### src/include/rcvd_regs.svh
// Register offsets, field positions, reset values and timing counts
// for the reset cause and voltage detect block.
// Assumes a 20 MHz system clock and an 8-bit register port.
`ifndef RCVD_REGS_SVH
`define RCVD_REGS_SVH

// Register offsets (byte address on the plain port)
`define RCVD_OFS_CAUSE      8'h00
`define RCVD_OFS_PORSTAT    8'h01
`define RCVD_OFS_MODE       8'h02
`define RCVD_OFS_LEVEL      8'h03
`define RCVD_OFS_IRQ_STAT   8'h04
`define RCVD_OFS_IRQ_MASK   8'h05

// Cause flag bit positions
`define RCVD_BIT_WDOG       0
`define RCVD_BIT_ILLINS     1
`define RCVD_BIT_ILLMEM     2
`define RCVD_BIT_CLKMON     3
`define RCVD_BIT_LVD        4

// Level register defaults by option pattern {hi,lo}
`define RCVD_LVL_DEF_10     8'h00
`define RCVD_LVL_DEF_11     8'h81
`define RCVD_LVL_DEF_01     8'h01

// Level selector limits
`define RCVD_LEVELS_SINGLE  3'd6
`define RCVD_LEVELS_PAIR    3'd4

// Stabilisation wait: 0.99 ms typical, at 20 MHz
`define RCVD_STAB_NS        990000
`define RCVD_CLK_NS         50
`define RCVD_STAB_CYC       (`RCVD_STAB_NS / `RCVD_CLK_NS)

`endif

### src/include/rcvd_pkg.sv
// Types shared by the reset cause and voltage detect block.
// Assumes nothing beyond the register header.
package rcvd_pkg;
  // Detector modes, decoded from the two option bits
  typedef enum logic [1:0] {
    RCVD_MODE_OFF     = 2'b00,
    RCVD_MODE_IRQ     = 2'b01,
    RCVD_MODE_RST     = 2'b10,
    RCVD_MODE_IRQ_RST = 2'b11
  } rcvd_mode_t;

  // Power-up sequence states, Gray coded along the path
  typedef enum logic [1:0] {
    RCVD_ST_POR  = 2'b00,
    RCVD_ST_STAB = 2'b01,
    RCVD_ST_RUN  = 2'b11
  } rcvd_state_t;
endpackage : rcvd_pkg

### src/rcvd_top.sv
// Reset cause recorder and supply voltage detector control.
// Assumes a 20 MHz clock, a power-on reset on rst_b_i, and comparator
// outcomes from an analog monitor that are asynchronous to clk_i.
//
// Added by the designer: the placing of the registers and the strobed register port.
`timescale 1ns/1ps
`default_nettype none
`include "rcvd_regs.svh"
module rcvd_top (
  input  wire logic       clk_i,
  input  wire logic       rst_b_i,
  input  wire logic       detector_mode_option_hi_i,
  input  wire logic       detector_mode_option_lo_i,
  input  wire logic       vdd_below_level_i,
  input  wire logic       vdd_below_lower_i,
  input  wire logic       wdog_rst_req_i,
  input  wire logic       illins_rst_req_i,
  input  wire logic       illmem_rst_req_i,
  input  wire logic       clkmon_rst_req_i,
  input  wire logic [7:0] addr_i,
  input  wire logic [7:0] wdata_i,
  input  wire logic       wr_i,
  input  wire logic       rd_i,
  output logic      [7:0] rdata_o,
  output logic            int_rst_b_o,
  output logic            lvd_irq_o,
  output logic            irq_o
);
  import rcvd_pkg::*;

  localparam int STAB_CYC = `RCVD_STAB_CYC;
  localparam logic [15:0] STAB_LAST = 16'(STAB_CYC - 1);

  logic [1:0]  cmp_sync;
  logic        below_lvl;
  logic        below_low;
  logic        below_lvl_d;
  rcvd_state_t state_reg;
  logic [15:0] stab_cnt_reg;
  logic [4:0]  cause_reg;
  logic        por_stat_reg;
  logic [7:0]  level_reg;
  logic [7:0]  level_def;
  logic [2:0]  level_max;
  logic        det_en_reg;
  rcvd_mode_t  mode;
  logic        lvd_rst_reg;
  logic        src_rst;
  logic        lvd_rst_next;
  logic        fall_evt;
  logic        rise_evt;
  logic [1:0]  irq_stat_reg;
  logic [1:0]  irq_mask_reg;
  logic        rd_cause;
  logic        rd_stat;
  logic        in_reset;

  // Comparator outcomes cross into clk_i domain; only supply monitored
  rcvd_sync #(.W(2)) u_sync (
    .clk_i   (clk_i),
    .rst_b_i (rst_b_i),
    .async_i ({vdd_below_lower_i, vdd_below_level_i}),
    .sync_o  (cmp_sync)
  );
  assign below_lvl = cmp_sync[0];
  assign below_low = cmp_sync[1];

  // Mode from the option bits
  assign mode = rcvd_mode_t'({detector_mode_option_hi_i, detector_mode_option_lo_i});

  always_comb begin
    case (mode)
      RCVD_MODE_RST:     level_def = `RCVD_LVL_DEF_10;
      RCVD_MODE_IRQ_RST: level_def = `RCVD_LVL_DEF_11;
      RCVD_MODE_IRQ:     level_def = `RCVD_LVL_DEF_01;
      default:           level_def = `RCVD_LVL_DEF_10;
    endcase
  end

  assign level_max = (mode == RCVD_MODE_IRQ_RST) ? `RCVD_LEVELS_PAIR : `RCVD_LEVELS_SINGLE;

  // Power-up sequence: settle wait, then run
  // stabilisation hold
  always_ff @(posedge clk_i) begin
    if (!rst_b_i) begin
      state_reg    <= RCVD_ST_POR;
      stab_cnt_reg <= 16'h0000;
    end else begin
      case (state_reg)
        RCVD_ST_POR: begin
          state_reg    <= RCVD_ST_STAB;
          stab_cnt_reg <= 16'h0000;
        end
        RCVD_ST_STAB: begin
          if (stab_cnt_reg == STAB_LAST) begin
            state_reg <= RCVD_ST_RUN;
          end else begin
            stab_cnt_reg <= stab_cnt_reg + 16'h0001;
          end
        end
        RCVD_ST_RUN: state_reg <= RCVD_ST_RUN;
        default:     state_reg <= RCVD_ST_POR;
      endcase
    end
  end

  // Detector reset request per mode
  always_comb begin
    lvd_rst_next = 1'b0;
    case (mode)
      // reset below lower, released only back at upper level
      RCVD_MODE_IRQ_RST: lvd_rst_next = below_low | (lvd_rst_reg & below_lvl);
      RCVD_MODE_RST:     lvd_rst_next = below_lvl;
      // power-on hold until level is first reached
      RCVD_MODE_IRQ:     lvd_rst_next = ~det_en_reg & below_lvl;
      default:           lvd_rst_next = 1'b0;
    endcase
  end

  // Detector reset state and first-reach latch; survives its own reset
  always_ff @(posedge clk_i) begin
    if (!rst_b_i) begin
      lvd_rst_reg <= 1'b1;
      det_en_reg  <= 1'b0;
    end else begin
      lvd_rst_reg <= lvd_rst_next;
      if (!below_lvl && state_reg == RCVD_ST_RUN) begin
        det_en_reg <= 1'b1;
      end
    end
  end

  assign src_rst  = wdog_rst_req_i | illins_rst_req_i | illmem_rst_req_i | clkmon_rst_req_i;
  assign in_reset = (state_reg != RCVD_ST_RUN) | lvd_rst_reg | src_rst;

  // Internal reset output, registered
  always_ff @(posedge clk_i) begin
    if (!rst_b_i) begin
      int_rst_b_o <= 1'b0;
    end else begin
      int_rst_b_o <= ~in_reset;
    end
  end

  // Level register: software writes, default on non-detector resets
  always_ff @(posedge clk_i) begin
    if (!rst_b_i) begin
      level_reg <= 8'h00;
    end else if (state_reg == RCVD_ST_POR || (src_rst && !lvd_rst_reg)) begin
      level_reg <= level_def;
    end else if (wr_i && addr_i == `RCVD_OFS_LEVEL) begin
      if (wdata_i[2:0] < level_max) begin
        level_reg <= wdata_i;
      end else begin
        level_reg <= {wdata_i[7:3], level_max - 3'd1};
      end
    end
  end

  assign rd_cause = rd_i && addr_i == `RCVD_OFS_CAUSE;
  assign rd_stat  = rd_i && addr_i == `RCVD_OFS_IRQ_STAT;

  // Cause flags: set wins over the read clear
  // per-source sticky flags
  always_ff @(posedge clk_i) begin
    if (!rst_b_i) begin
      cause_reg    <= 5'h00;
      por_stat_reg <= 1'b0;
    end else begin
      cause_reg <= (rd_cause ? 5'h00 : cause_reg)
                 | {lvd_rst_next & ~lvd_rst_reg & (state_reg == RCVD_ST_RUN),
                    clkmon_rst_req_i, illmem_rst_req_i, illins_rst_req_i, wdog_rst_req_i};
      if (state_reg == RCVD_ST_STAB) begin
        por_stat_reg <= 1'b1;
      end
    end
  end

  // Edge events for the detector interrupt
  always_ff @(posedge clk_i) begin
    if (!rst_b_i) begin
      below_lvl_d <= 1'b0;
    end else begin
      below_lvl_d <= below_lvl;
    end
  end
  assign fall_evt = below_lvl & ~below_lvl_d & (state_reg == RCVD_ST_RUN);
  assign rise_evt = ~below_lvl & below_lvl_d & (state_reg == RCVD_ST_RUN);

  // Detector interrupt pulse and sticky status; set beats read clear
  always_ff @(posedge clk_i) begin
    if (!rst_b_i) begin
      lvd_irq_o    <= 1'b0;
      irq_stat_reg <= 2'b00;
    end else begin
      // falling in both interrupt modes (not reset-only or off), rising only in interrupt-only mode
      lvd_irq_o <= (mode[0] & fall_evt) | ((mode == RCVD_MODE_IRQ) & rise_evt);
      irq_stat_reg <= (rd_stat ? 2'b00 : irq_stat_reg)
                    | {(mode == RCVD_MODE_IRQ) & rise_evt, mode[0] & fall_evt};
    end
  end

  // Mask register and level interrupt output
  always_ff @(posedge clk_i) begin
    if (!rst_b_i) begin
      irq_mask_reg <= 2'b00;
      irq_o        <= 1'b0;
    end else begin
      if (wr_i && addr_i == `RCVD_OFS_IRQ_MASK) begin
        irq_mask_reg <= wdata_i[1:0];
      end
      irq_o <= |(irq_stat_reg & irq_mask_reg);
    end
  end

  // Read data stands one cycle after the strobe
  always_ff @(posedge clk_i) begin
    if (!rst_b_i) begin
      rdata_o <= 8'h00;
    end else if (rd_i) begin
      case (addr_i)
        `RCVD_OFS_CAUSE:    rdata_o <= {3'b000, cause_reg};
        `RCVD_OFS_PORSTAT:  rdata_o <= {7'h00, por_stat_reg};
        `RCVD_OFS_MODE:     rdata_o <= {4'h0, below_lvl, lvd_rst_reg, mode};
        `RCVD_OFS_LEVEL:    rdata_o <= level_reg;
        `RCVD_OFS_IRQ_STAT: rdata_o <= {6'h00, irq_stat_reg};
        `RCVD_OFS_IRQ_MASK: rdata_o <= {6'h00, irq_mask_reg};
        default:            rdata_o <= 8'h00;
      endcase
    end else begin
      rdata_o <= 8'h00;
    end
  end

  // reset stays asserted while the sequence is not yet in run
  stab_hold_a: assert property (@(posedge clk_i) disable iff (!rst_b_i)
    (state_reg != RCVD_ST_RUN) |=> !int_rst_b_o)
    else $error("reset released before stabilisation");
  cause_clear_a: assert property (@(posedge clk_i) disable iff (!rst_b_i)
    (rd_cause && !src_rst && !(lvd_rst_next && !lvd_rst_reg)) |=> cause_reg == 5'h00)
    else $error("cause flags not cleared by read");
  cause_read_a: assert property (@(posedge clk_i) disable iff (!rst_b_i)
    rd_cause |=> rdata_o == {3'b000, $past(cause_reg)})
    else $error("cause read data wrong");
  wdog_flag_a: assert property (@(posedge clk_i) disable iff (!rst_b_i)
    wdog_rst_req_i |=> cause_reg[`RCVD_BIT_WDOG])
    else $error("watchdog flag not set");
  clkmon_flag_a: assert property (@(posedge clk_i) disable iff (!rst_b_i)
    clkmon_rst_req_i |=> cause_reg[`RCVD_BIT_CLKMON])
    else $error("clock monitor flag not set");
  rst_mode_a: assert property (@(posedge clk_i) disable iff (!rst_b_i)
    (mode == RCVD_MODE_RST && below_lvl) |=> ##1 !int_rst_b_o)
    else $error("reset-only mode failed to assert reset");
  pair_low_a: assert property (@(posedge clk_i) disable iff (!rst_b_i)
    (mode == RCVD_MODE_IRQ_RST && below_low) |=> lvd_rst_reg)
    else $error("lower level did not reset");
  pair_hold_a: assert property (@(posedge clk_i) disable iff (!rst_b_i)
    (mode == RCVD_MODE_IRQ_RST && lvd_rst_reg && below_lvl) |=> lvd_rst_reg)
    else $error("reset released below upper level");
  pair_fall_a: assert property (@(posedge clk_i) disable iff (!rst_b_i)
    (mode == RCVD_MODE_IRQ_RST && fall_evt) |=> lvd_irq_o)
    else $error("fall interrupt missing");
  rise_irq_a: assert property (@(posedge clk_i) disable iff (!rst_b_i)
    (mode == RCVD_MODE_IRQ && rise_evt) |=> lvd_irq_o)
    else $error("rise interrupt missing");
  irq_por_hold_a: assert property (@(posedge clk_i) disable iff (!rst_b_i)
    (mode == RCVD_MODE_IRQ && !det_en_reg && below_lvl) |=> lvd_rst_reg)
    else $error("interrupt mode released reset below level");
  level_max_a: assert property (@(posedge clk_i) disable iff (!rst_b_i)
    (wr_i && addr_i == `RCVD_OFS_LEVEL && state_reg == RCVD_ST_RUN && !src_rst)
      |=> level_reg[2:0] < level_max)
    else $error("level index out of range");
  level_def_a: assert property (@(posedge clk_i) disable iff (!rst_b_i)
    (src_rst && !lvd_rst_reg) |=> level_reg == $past(level_def))
    else $error("level default not loaded");
  por_def_a: assert property (@(posedge clk_i) disable iff (!rst_b_i)
    (state_reg == RCVD_ST_POR) |=> level_reg == $past(level_def))
    else $error("power-up level default not loaded");
endmodule : rcvd_top
`default_nettype wire

### src/rcvd_sync.sv
// Two-flop synchroniser for a bundle of asynchronous levels.
// Assumes one clock; inputs come from the supply monitor.
`timescale 1ns/1ps
`default_nettype none
module rcvd_sync #(
  parameter int W = 2
) (
  input  wire logic         clk_i,
  input  wire logic         rst_b_i,
  input  wire logic [W-1:0] async_i,
  output logic      [W-1:0] sync_o
);
  logic [W-1:0] meta_reg;

  // First flop feeds only the second one
  always_ff @(posedge clk_i) begin
    if (!rst_b_i) begin
      meta_reg <= '0;
      sync_o   <= '0;
    end else begin
      meta_reg <= async_i;
      sync_o   <= meta_reg;
    end
  end
endmodule : rcvd_sync
`default_nettype wire

### config.mk
export PLATFORM = sky130hd
export DESIGN_NAME = rcvd_top
export DESIGN_NICKNAME = d
export VERILOG_FILES = /design/src/include/rcvd_pkg.sv /design/src/rcvd_top.sv /design/src/rcvd_sync.sv
export VERILOG_INCLUDE_DIRS = /design/src /design/src/include
export SDC_FILE = /design/constraint.sdc
export NUM_CORES = 1
export LEC_CHECK = 0
export BUFFER_PORTS_ARGS = -buffer_cell sky130_fd_sc_hd__buf_2
export CAP_MARGIN = 30
export CORE_ASPECT_RATIO = 0.9
export CORE_MARGIN = 8
export CORE_UTILIZATION = 28
export CTS_CLUSTER_DIAMETER = 120
export CTS_CLUSTER_SIZE = 16
export DETAILED_ROUTE_END_ITERATION = 8
export HOLD_SLACK_MARGIN = 0.03
export PLACE_DENSITY = 0.52
export SYNTH_ARGS = -nofsm -noshare
export SYNTH_HDL_FRONTEND = slang
export SYNTH_SLANG_ARGS = --single-unit
### constraint.sdc
create_clock -name clk_i -period 2.65 [get_ports clk_i]
set_clock_uncertainty 0.2 [all_clocks]
set_input_delay 0.1325 -clock clk_i [delete_from_list [all_inputs] [get_ports clk_i]]
set_output_delay 0.1325 -clock clk_i [all_outputs]
set_load 0.05 [all_outputs]
==> results of run 1 <==
## layout by cell type (no fill, tap or decap), drive strengths merged, types with 6 or more instances in the layout
cell type and instances:
a21oi 19, and2 10, and3 9, buf 46
clkbuf 6, dfxtp 54, dlygate4sd3 19, inv 8
mux2i 11, nand2 24, nand3 8, nand4 9
nor2 27, nor4 7, o21ai 13
## cell families (layout without fill, tap and decap cells)
family / after synthesis / in the layout / share of synthesized area (%)
and+or+nand+nor: 123 / 123 / 28.4
AOI/OAI and AO/OA: 65 / 65 / 17.3
buffers and inverters: 22 / 81 / 3.67
adders and majority gates: 1 / 1 / 0.503
muxes: 15 / 15 / 6.69
DFF: 54 / 54 / 43.5
## per-layer routing
| layer | vias to the layer above | track usage (%) | share of wire (%) |
|---|---|---|---|
| li1 | 1152 | - | - |
| met3 | 5 | 2.00 | 2.7 |
| met1 | 1064 | 15.0 | 52 |
| met4 | 0 | 2.81 | 0.88 |
| met5 | - | 0 | 0 |
| met2 | 30 | 17.6 | 44 |
## worst min-delay path: stages
cell     delay (ns)
buf_2          0.11
nor2b_1        0.14
mux2i_1        0.08
nor2_1         0.07
## power groups by stage
stage          Combinational [uW]  Sequential, uW  Clock [uW]
5_1_grt                       156             848         602
4_1_cts                       141             844         568
6_report                      141             844         552
3_5_place_dp                  122             863           0
3_3_place_gp                  122             862           0
2_1_floorplan                75.1             855           0
## worst paths after layout
| path | to | startpoint | cells past startpoint | slack [ns] |
|---|---|---|---|---|
| worst max register to register | stab_cnt_reg[15] | stab_cnt_reg[4] | 4 | 0.45 |
| worst max-delay path | rdata_o[1] | addr_i[6] | 7 | 0.25 |
| worst min register to register | u_sync.sync_o[1] | u_sync.meta_reg[1] | 1 | 0.24 |
| worst min-delay path | level_reg[2] | wdata_i[2] | 4 | 0.05 |
## stage by stage
step                hold slack [ns]  utilization, %  worst slack, ns  area (sq um)  cells
finish                       0.0535            36.3            0.248          3130    458
global route                 0.0899            36.3            0.133          3130    458
floorplan                    0.0499               -            0.538          2490    280
detailed placement            0.141            32.8            0.458          2830    431
CTS                          0.0567            36.3            0.245          3130    458
global placement              0.143            32.8            0.499          2830    431
## final cells by class
type / count / area [sq um] / area share (%)
sequential: 54 / 1080 / 34.6
clock inverter: 2 / 37.5 / 1.20
clock buffer: 6 / 72.6 / 2.32
timing repair buffer: 65 / 440 / 14.1
multi-input combinational: 204 / 1320 / 42.1
inverter: 8 / 30.0 / 0.961
tap: 119 / 149 / 4.76
==> results.yml, run 1 <==
setup_path:
  path_cells: "dlygate4sd3_1, buf_2, nor4_4, dlygate4sd3_1, o21ai_1, a21oi_1, dlygate4sd3_1"
  cp_top_family: "buffers and inverters"
  endpoint_kind: "flop"
  cp_max_fo: 9
  start_kind: "input pin"
  crit_buf_inv: 4
  slowest_stage: "dlygate4sd3_1"
  cp_slowest_stage_delay_ns: 0.61
  arrival_ns: 2.46
  worst_ep_required_time_ns: 2.71
  cp_common_cell: "dlygate4sd3_1"
  path_class: "in2reg"
clock_network:
  clk_latency_ns: 0.30
  ctsResizeCount: 0
  cts_hold_buf: 19
  cts_tree: "done"
  cts_setup_buffers: 0
  clockRootBuffer: "clkbuf_8"
  clockBufferDepth: 2
  h-tree-depth: 2
  numClockSinks: 54
  cts.clk_slew.worst_paths_ns: 0.10
  cts_made_buffers: 5
logic_synthesis:
  async_flop_share_pct: 0
  synth_edf_count: 0
  syn_nets: 309
  ys_seq_area_share_pct: 43.5
  yosys-top-cells-area: "dfxtp_1 (43%), mux2i_1 (4.4%), nor2_1 (3.9%), a21oi_1 (3.8%), nand2_1 (3.3%)"
  ys_ff_latch: 54
  ys_types: 55
  yosys.area.top_type: "dfxtp_1"
  synth.most_common_cell: "dfxtp_1"
  synth_cells: 280
  syn_area_sq_um: 2490
  ys_dominant_reg_cell: "dfxtp_1"
  yosysTopAreaCellShare_pct: 43.5
  avgSynthCellArea_sq_um: 8.88
  ys_warn_count: 0
  synth_common_cells: "dfxtp_1 (54), nor2_1 (26), nand2_1 (22)"
floorplan:
  die-area_sq_um: 12200
  core_area_sq_um: 8610
  fp-row-count: 32
  die_h_um: 105
  dieWidth_um: 115
  num_io_pins: 39
  floorplan.initialDensity_pct: 28.9
timing:
  fmax_mhz: 416
  slew_violations: 0
  fin_tns_setup_ns: 0
  fin_crit_ns: 2.40
  final-setup-viol-count: 0
  hold_violations: 0
  tightest_slew_ns: 0.668
  post-route-period-util_pct: 90.7
  rsz0062_at_grt: "no"
  relSlewSlack_pct: 55.4
layout:
  largest_register_ff_count: 16
  fillers: 922
  diodes: 0
  nets: 367
  syn_to_final_growth_pct: 25.7
  drive_above_1_share_pct: 18.9
global_route:
  grt_pass1_vias: 2254
  grt_max_degree: 24
  grt_antenna_before_repair: 0
  grt_pass1_wl_um: 11000
  grt_use_total_pct: 11.1
  overflow: 0
routing:
  wl_um: 6460
  wl_per_cell_um: 14.1
  drcViolationCount: 0
  ant_nets: 0
  vias: 2251
  firstDrtPassIters: 4
  drt_iter0_markers: 136
  vias_per_cell: 4.91
pwr:
  power_density_nw_per_um2: 491
  seq_power_share_pct: 54.9
  ir_worst_vdd_mv: 0.274
  leakage_uw: 0.00123
  switching_share_pct: 23.2
  clock_power_share_pct: 35.9
  p_comb_share_pct: 9.2
  p_total_uw: 1540
  p_int_uw: 1180
  p_sw_uw: 356
run:
  cap_violations: 0
place:
  dpl.hpwl_um: 4670
  globalplace.congestion: 0.775
  port_buffers: 38
status:
  run_status: "finished clean"
worst_hold_path:
  hold_path.class: "in2reg"
Note: power is estimated with default switching activity, not from simulation.
==> run 2: changes to the inputs <==
Settings changed: ABC_AREA set to 1, TNS_END_PERCENT set to 20.
==> results.yml, run 2 <==
floorplan:
  core_area_sq_um: 9570
  die-area_sq_um: 13100
  fp-row-count: 34
  num_io_pins: 39
  dieWidth_um: 120
  die_h_um: 110
  floorplan.initialDensity_pct: 28.4
routing:
  firstDrtPassIters: 4
  drt_iter0_markers: 161
  wl_um: 6980
  drcViolationCount: 0
  vias_per_cell: 4.42
  vias: 2635
  ant_nets: 0
  wl_per_cell_um: 11.7
layout:
  nets: 498
  fin_cells: 596
  fillers: 1004
  syn_to_final_growth_pct: 26.9
  drive_above_1_share_pct: 15.7
  diodes: 0
  utilization_pct: 36.1
  layout_commonest_cell: "nand2_1"
  largest_register_ff_count: 16
  layout_common_cells: "nand2_1 (97), inv_1 (56), dfxtp_1 (54)"
place:
  dp.cells: 555
  place_ws_ns: 0.851
  dpl.hpwl_um: 5140
  port_buffers: 38
  globalplace.congestion: 0.800
timing:
  post-route-period-util_pct: 85.1
  fin_crit_ns: 2.25
  setup_slack_ns: 0.396
  whs_ns: 0.0684
  final-setup-viol-count: 0
  hold_violations: 0
  relSlewSlack_pct: 54.1
  fmax_mhz: 444
  rsz0062_at_grt: "no"
  fin_tns_setup_ns: 0
  tightest_slew_ns: 0.688
  slew_violations: 0
setup_path:
  cp_slowest_stage_delay_ns: 0.60
  arrival_ns: 2.27
  start_kind: "flop"
  path_cells: "nor2_1, inv_2, nand2_1, inv_2, nand2_1, nand2_1, a21oi_1, dlygate4sd3_1"
  slowest_stage: "dlygate4sd3_1"
  path_class: "reg2reg"
  worst_ep_required_time_ns: 2.66
  endpoint_kind: "flop"
  rrSetupSlack_ns: 0.40
  cp_common_cell: "nand2_1"
  cp_max_fo: 19
global_route:
  grt_antenna_before_repair: 0
  grt_max_degree: 22
  grt_use_total_pct: 11.1
  grt_pass1_wl_um: 12200
  overflow: 0
  grt_pass1_vias: 2600
logic_synthesis:
  yosysTopAreaCellShare_pct: 39.7
  avgSynthCellArea_sq_um: 6.85
  syn_area_sq_um: 2720
  synth_edf_count: 0
  ys_seq_area_share_pct: 39.7
  ys_dominant_reg_cell: "dfxtp_1"
  yosys.area.top_type: "dfxtp_1"
  synth_cells: 397
  synth.most_common_cell: "nand2_1"
  ys_warn_count: 0
  ys_types: 29
  syn_nets: 426
  yosys-top-cells-area: "dfxtp_1 (40%), nand2_1 (13%), nand3_1 (9.4%), inv_1 (7.7%), a21oi_1 (6.6%)"
  ys_ff_latch: 54
  synth_common_cells: "nand2_1 (97), inv_1 (56), dfxtp_1 (54)"
  async_flop_share_pct: 0
clock_network:
  clk_latency_ns: 0.32
  h-tree-depth: 2
  numClockSinks: 54
  cts.clk_slew.worst_paths_ns: 0.11
  clockRootBuffer: "clkbuf_8"
  cts_setup_buffers: 0
  clockBufferDepth: 2
  cts_made_buffers: 5
  cts_tree: "done"
pwr:
  leakage_uw: 0.00164
  ir_worst_vdd_mv: 0.211
  power_density_nw_per_um2: 467
status:
  run_status: "finished clean"
run:
  cap_violations: 0
worst_hold_path:
  hold_path.class: "in2reg"
==> run 2: path summary, 6_finish.rpt <==
kind                        startpoint                to  cells past startpoint
max                       state_reg[1]      level_reg[7]                      8
min          detector_mode_option_hi_i       lvd_rst_reg                      5
max reg2reg               state_reg[1]      level_reg[7]                      8
min reg2reg         u_sync.meta_reg[0]  u_sync.sync_o[0]                      2
==> run 2: cell type report <==
cell class	count	area, sq um	area share (%)
Tap cell	126	158	4.57
Inverter	62	234	6.78
Multi-Input combinational cell	274	1330	38.6
Sequential cell	54	1080	31.3
Timing Repair Buffer	72	528	15.3
Clock buffer	6	82.6	2.39
Clock inverter	2	38.8	1.12
==> run 2: repair_timing <==
item	4_1_cts	5_1_grt
resized for setup	0	0
endpoints found under the setup margin	0	0
hold buffers	33	0
endpoints found under the hold margin	31	0
==> run 2: stage by stage <==
| step | instance area [sq um] | total power, uW |
|---|---|---|
| 2_1_floorplan | 2720 | 967 |
| 3_3_place_gp | 3000 | 1010 |
| 3_5_place_dp | 3000 | 1010 |
| 4_1_cts | 3450 | 1640 |
| 5_1_grt | 3450 | 1690 |
| 6_report | 3450 | 1610 |
==> run 2: power by group <==
part           leakage (uW)  switching [uW]  total (uW)  internal, uW
registers          0.000440            16.3         849           832
clock network     0.0000618             280         592           311
logic               0.00113             103         173          69.4
total               0.00164             400        1610          1210
==> run 2: critical path: cells and delay by family (launching register included) <==
family	cells	cell delay (ns)
AOI/OAI and AO/OA	1	0.06
buffers and inverters	3	1.03
DFF	1	0.46
and+or+nand+nor	4	0.41
==> run 2: per-layer routing <==
| layer | track usage [%] | vias to the layer above | part of all wire [%] |
|---|---|---|---|
| met3 | 1.85 | 8 | 3.3 |
| met4 | 4.01 | 0 | 1.4 |
| met1 | 15.0 | 1176 | 50 |
| met5 | 0 | - | 0 |
| met2 | 17.7 | 39 | 45 |
| li1 | - | 1412 | - |
==> run 2: cells by family after synthesis <==
logic type	share of synthesized area (%)
AOI/OAI and AO/OA	9.47
and+or+nand+nor	38.3
buffers and inverters	11.4
DFF	39.7
xor gates and xnor gates	0.644
adders and majority gates	0.460
==> run 3: changes to the inputs <==
Settings changed: PLACE_DENSITY 0.52 to 0.41.
==> results.yml, run 3 (synthesized netlist as in run 2, its figures left out) <==
floorplan:
  die_h_um: 110
  core_area_sq_um: 9570
  floorplan.initialDensity_pct: 28.4
  die-area_sq_um: 13100
  fp-row-count: 34
  dieWidth_um: 120
  num_io_pins: 39
routing:
  wl_per_cell_um: 12.6
  drcViolationCount: 0
  firstDrtPassIters: 4
  wl_um: 7480
  drt_iter0_markers: 187
  vias_per_cell: 4.40
  vias: 2617
  ant_nets: 0
clock_network:
  ctsResizeCount: 0
  h-tree-depth: 2
  cts_made_buffers: 5
  numClockSinks: 54
  clockRootBuffer: "clkbuf_8"
  clk_latency_ns: 0.33
  clockBufferDepth: 2
  cts_setup_buffers: 0
  cts_tree: "done"
  cts.clk_slew.worst_paths_ns: 0.13
  cts_hold_buf: 31
place:
  dpl.hpwl_um: 5560
  place_area_sq_um: 3010
  globalplace.congestion: 0.762
  port_buffers: 38
  dp.cells: 556
pwr:
  power_density_nw_per_um2: 451
  ir_worst_vdd_mv: 0.240
  leakage_uw: 0.00162
setup_path:
  worst_ep_required_time_ns: 2.68
  cp_max_fo: 7
  path_class: "in2reg"
  arrival_ns: 2.27
  start_kind: "input pin"
  endpoint_kind: "flop"
layout:
  syn_to_final_growth_pct: 25.6
  fin_cells: 595
  regArea_sq_um: 1080
  fillers: 1058
  largest_register_ff_count: 16
  layout_common_cells: "nand2_1 (97), inv_1 (56), dfxtp_1 (54)"
  multi_input_area_sq_um: 1330
  nets: 497
  design_area_sq_um: 3420
  drive_above_1_share_pct: 16.0
  layout_commonest_cell: "nand2_1"
  diodes: 0
timing:
  rsz0062_at_grt: "no"
  slew_violations: 0
  final-setup-viol-count: 0
  fin_tns_setup_ns: 0
  hold_violations: 0
  fin_crit_ns: 2.24
  relSlewSlack_pct: 54.2
  fmax_mhz: 446
  tightest_slew_ns: 0.687
  post-route-period-util_pct: 84.5
status:
  run_status: "finished clean"
global_route:
  grt_pass1_wl_um: 12700
  overflow: 0
  grt_max_degree: 20
  grt_pass1_vias: 2630
  grt_antenna_before_repair: 0
  grt_use_total_pct: 11.8
worst_hold_path:
  hold_path.class: "in2reg"
run:
  cap_violations: 0
==> run 3: cell types whose count changed in the layout (fill, tap and decap cells not counted), sizes merged <==
cell,delta
dlygate4sd3,-2
bufinv,-1
clkinv,+2
clkbuf,-1
buf,+1
==> run 3: metrics by stage <==
stage | hold slack, ns | util (%) | power [uW] | worst slack (ns)
2_1_floorplan | 0.0301 | - | 967 | 1.10
3_3_place_gp | 0.112 | 31.4 | 1020 | 0.885
3_5_place_dp | 0.117 | 31.4 | 1020 | 0.853
4_1_cts | 0.0828 | 35.7 | 1560 | 0.411
5_1_grt | 0.103 | 35.7 | 1620 | 0.192
6_report | 0.0808 | 35.7 | 1540 | 0.410
==> run 3: area by class of cell <==
type / count / area share (%)
multi-input combinational: 274 / 39.0
timing repair buffer: 71 / 15.1
sequential: 54 / 31.6
inverter: 62 / 6.85
clock buffer: 5 / 2.01
clock inverter: 3 / 0.842
tap: 126 / 4.61
==> run 3: metal layers <==
metal | up-vias | GRT usage [%] | share of wire (%)
met2 | 35 | 17.5 | 41
li1 | 1409 | - | -
met1 | 1169 | 17.4 | 54
met5 | - | 0 | 0
met3 | 4 | 2.36 | 4.2
met4 | 0 | 2.40 | 0.51
==> run 3: worst max-delay path: stages <==
cell	delay, ns
dlygate4sd3_1	0.53
buf_2	0.13
nor2_1	0.09
nand3_1	0.18
nand2_1	0.16
nand2_1	0.10
inv_2	0.13
nand2_1	0.09
nand2_1	0.08
a21oi_1	0.05
dlygate4sd3_1	0.59
==> run 3: path summary, 6_finish.rpt <==
path / cells past startpoint / endpoint / startpoint / slack, ns
worst min register to register: 2 / u_sync.sync_o[0] / u_sync.meta_reg[0] / 0.21
worst min-delay path: 6 / rdata_o[3] / addr_i[3] / 0.08
worst max-delay path: 11 / level_reg[7] / wdog_rst_req_i / 0.41
worst max register to register: 8 / level_reg[7] / state_reg[1] / 0.42
==> run 3: where the power goes <==
part | switching (uW) | leakage [uW] | internal [uW]
clock | 321 | 0.0000502 | 197
combinational | 105 | 0.00113 | 69.5
sequential | 16.2 | 0.000440 | 833
total | 442 | 0.00162 | 1100
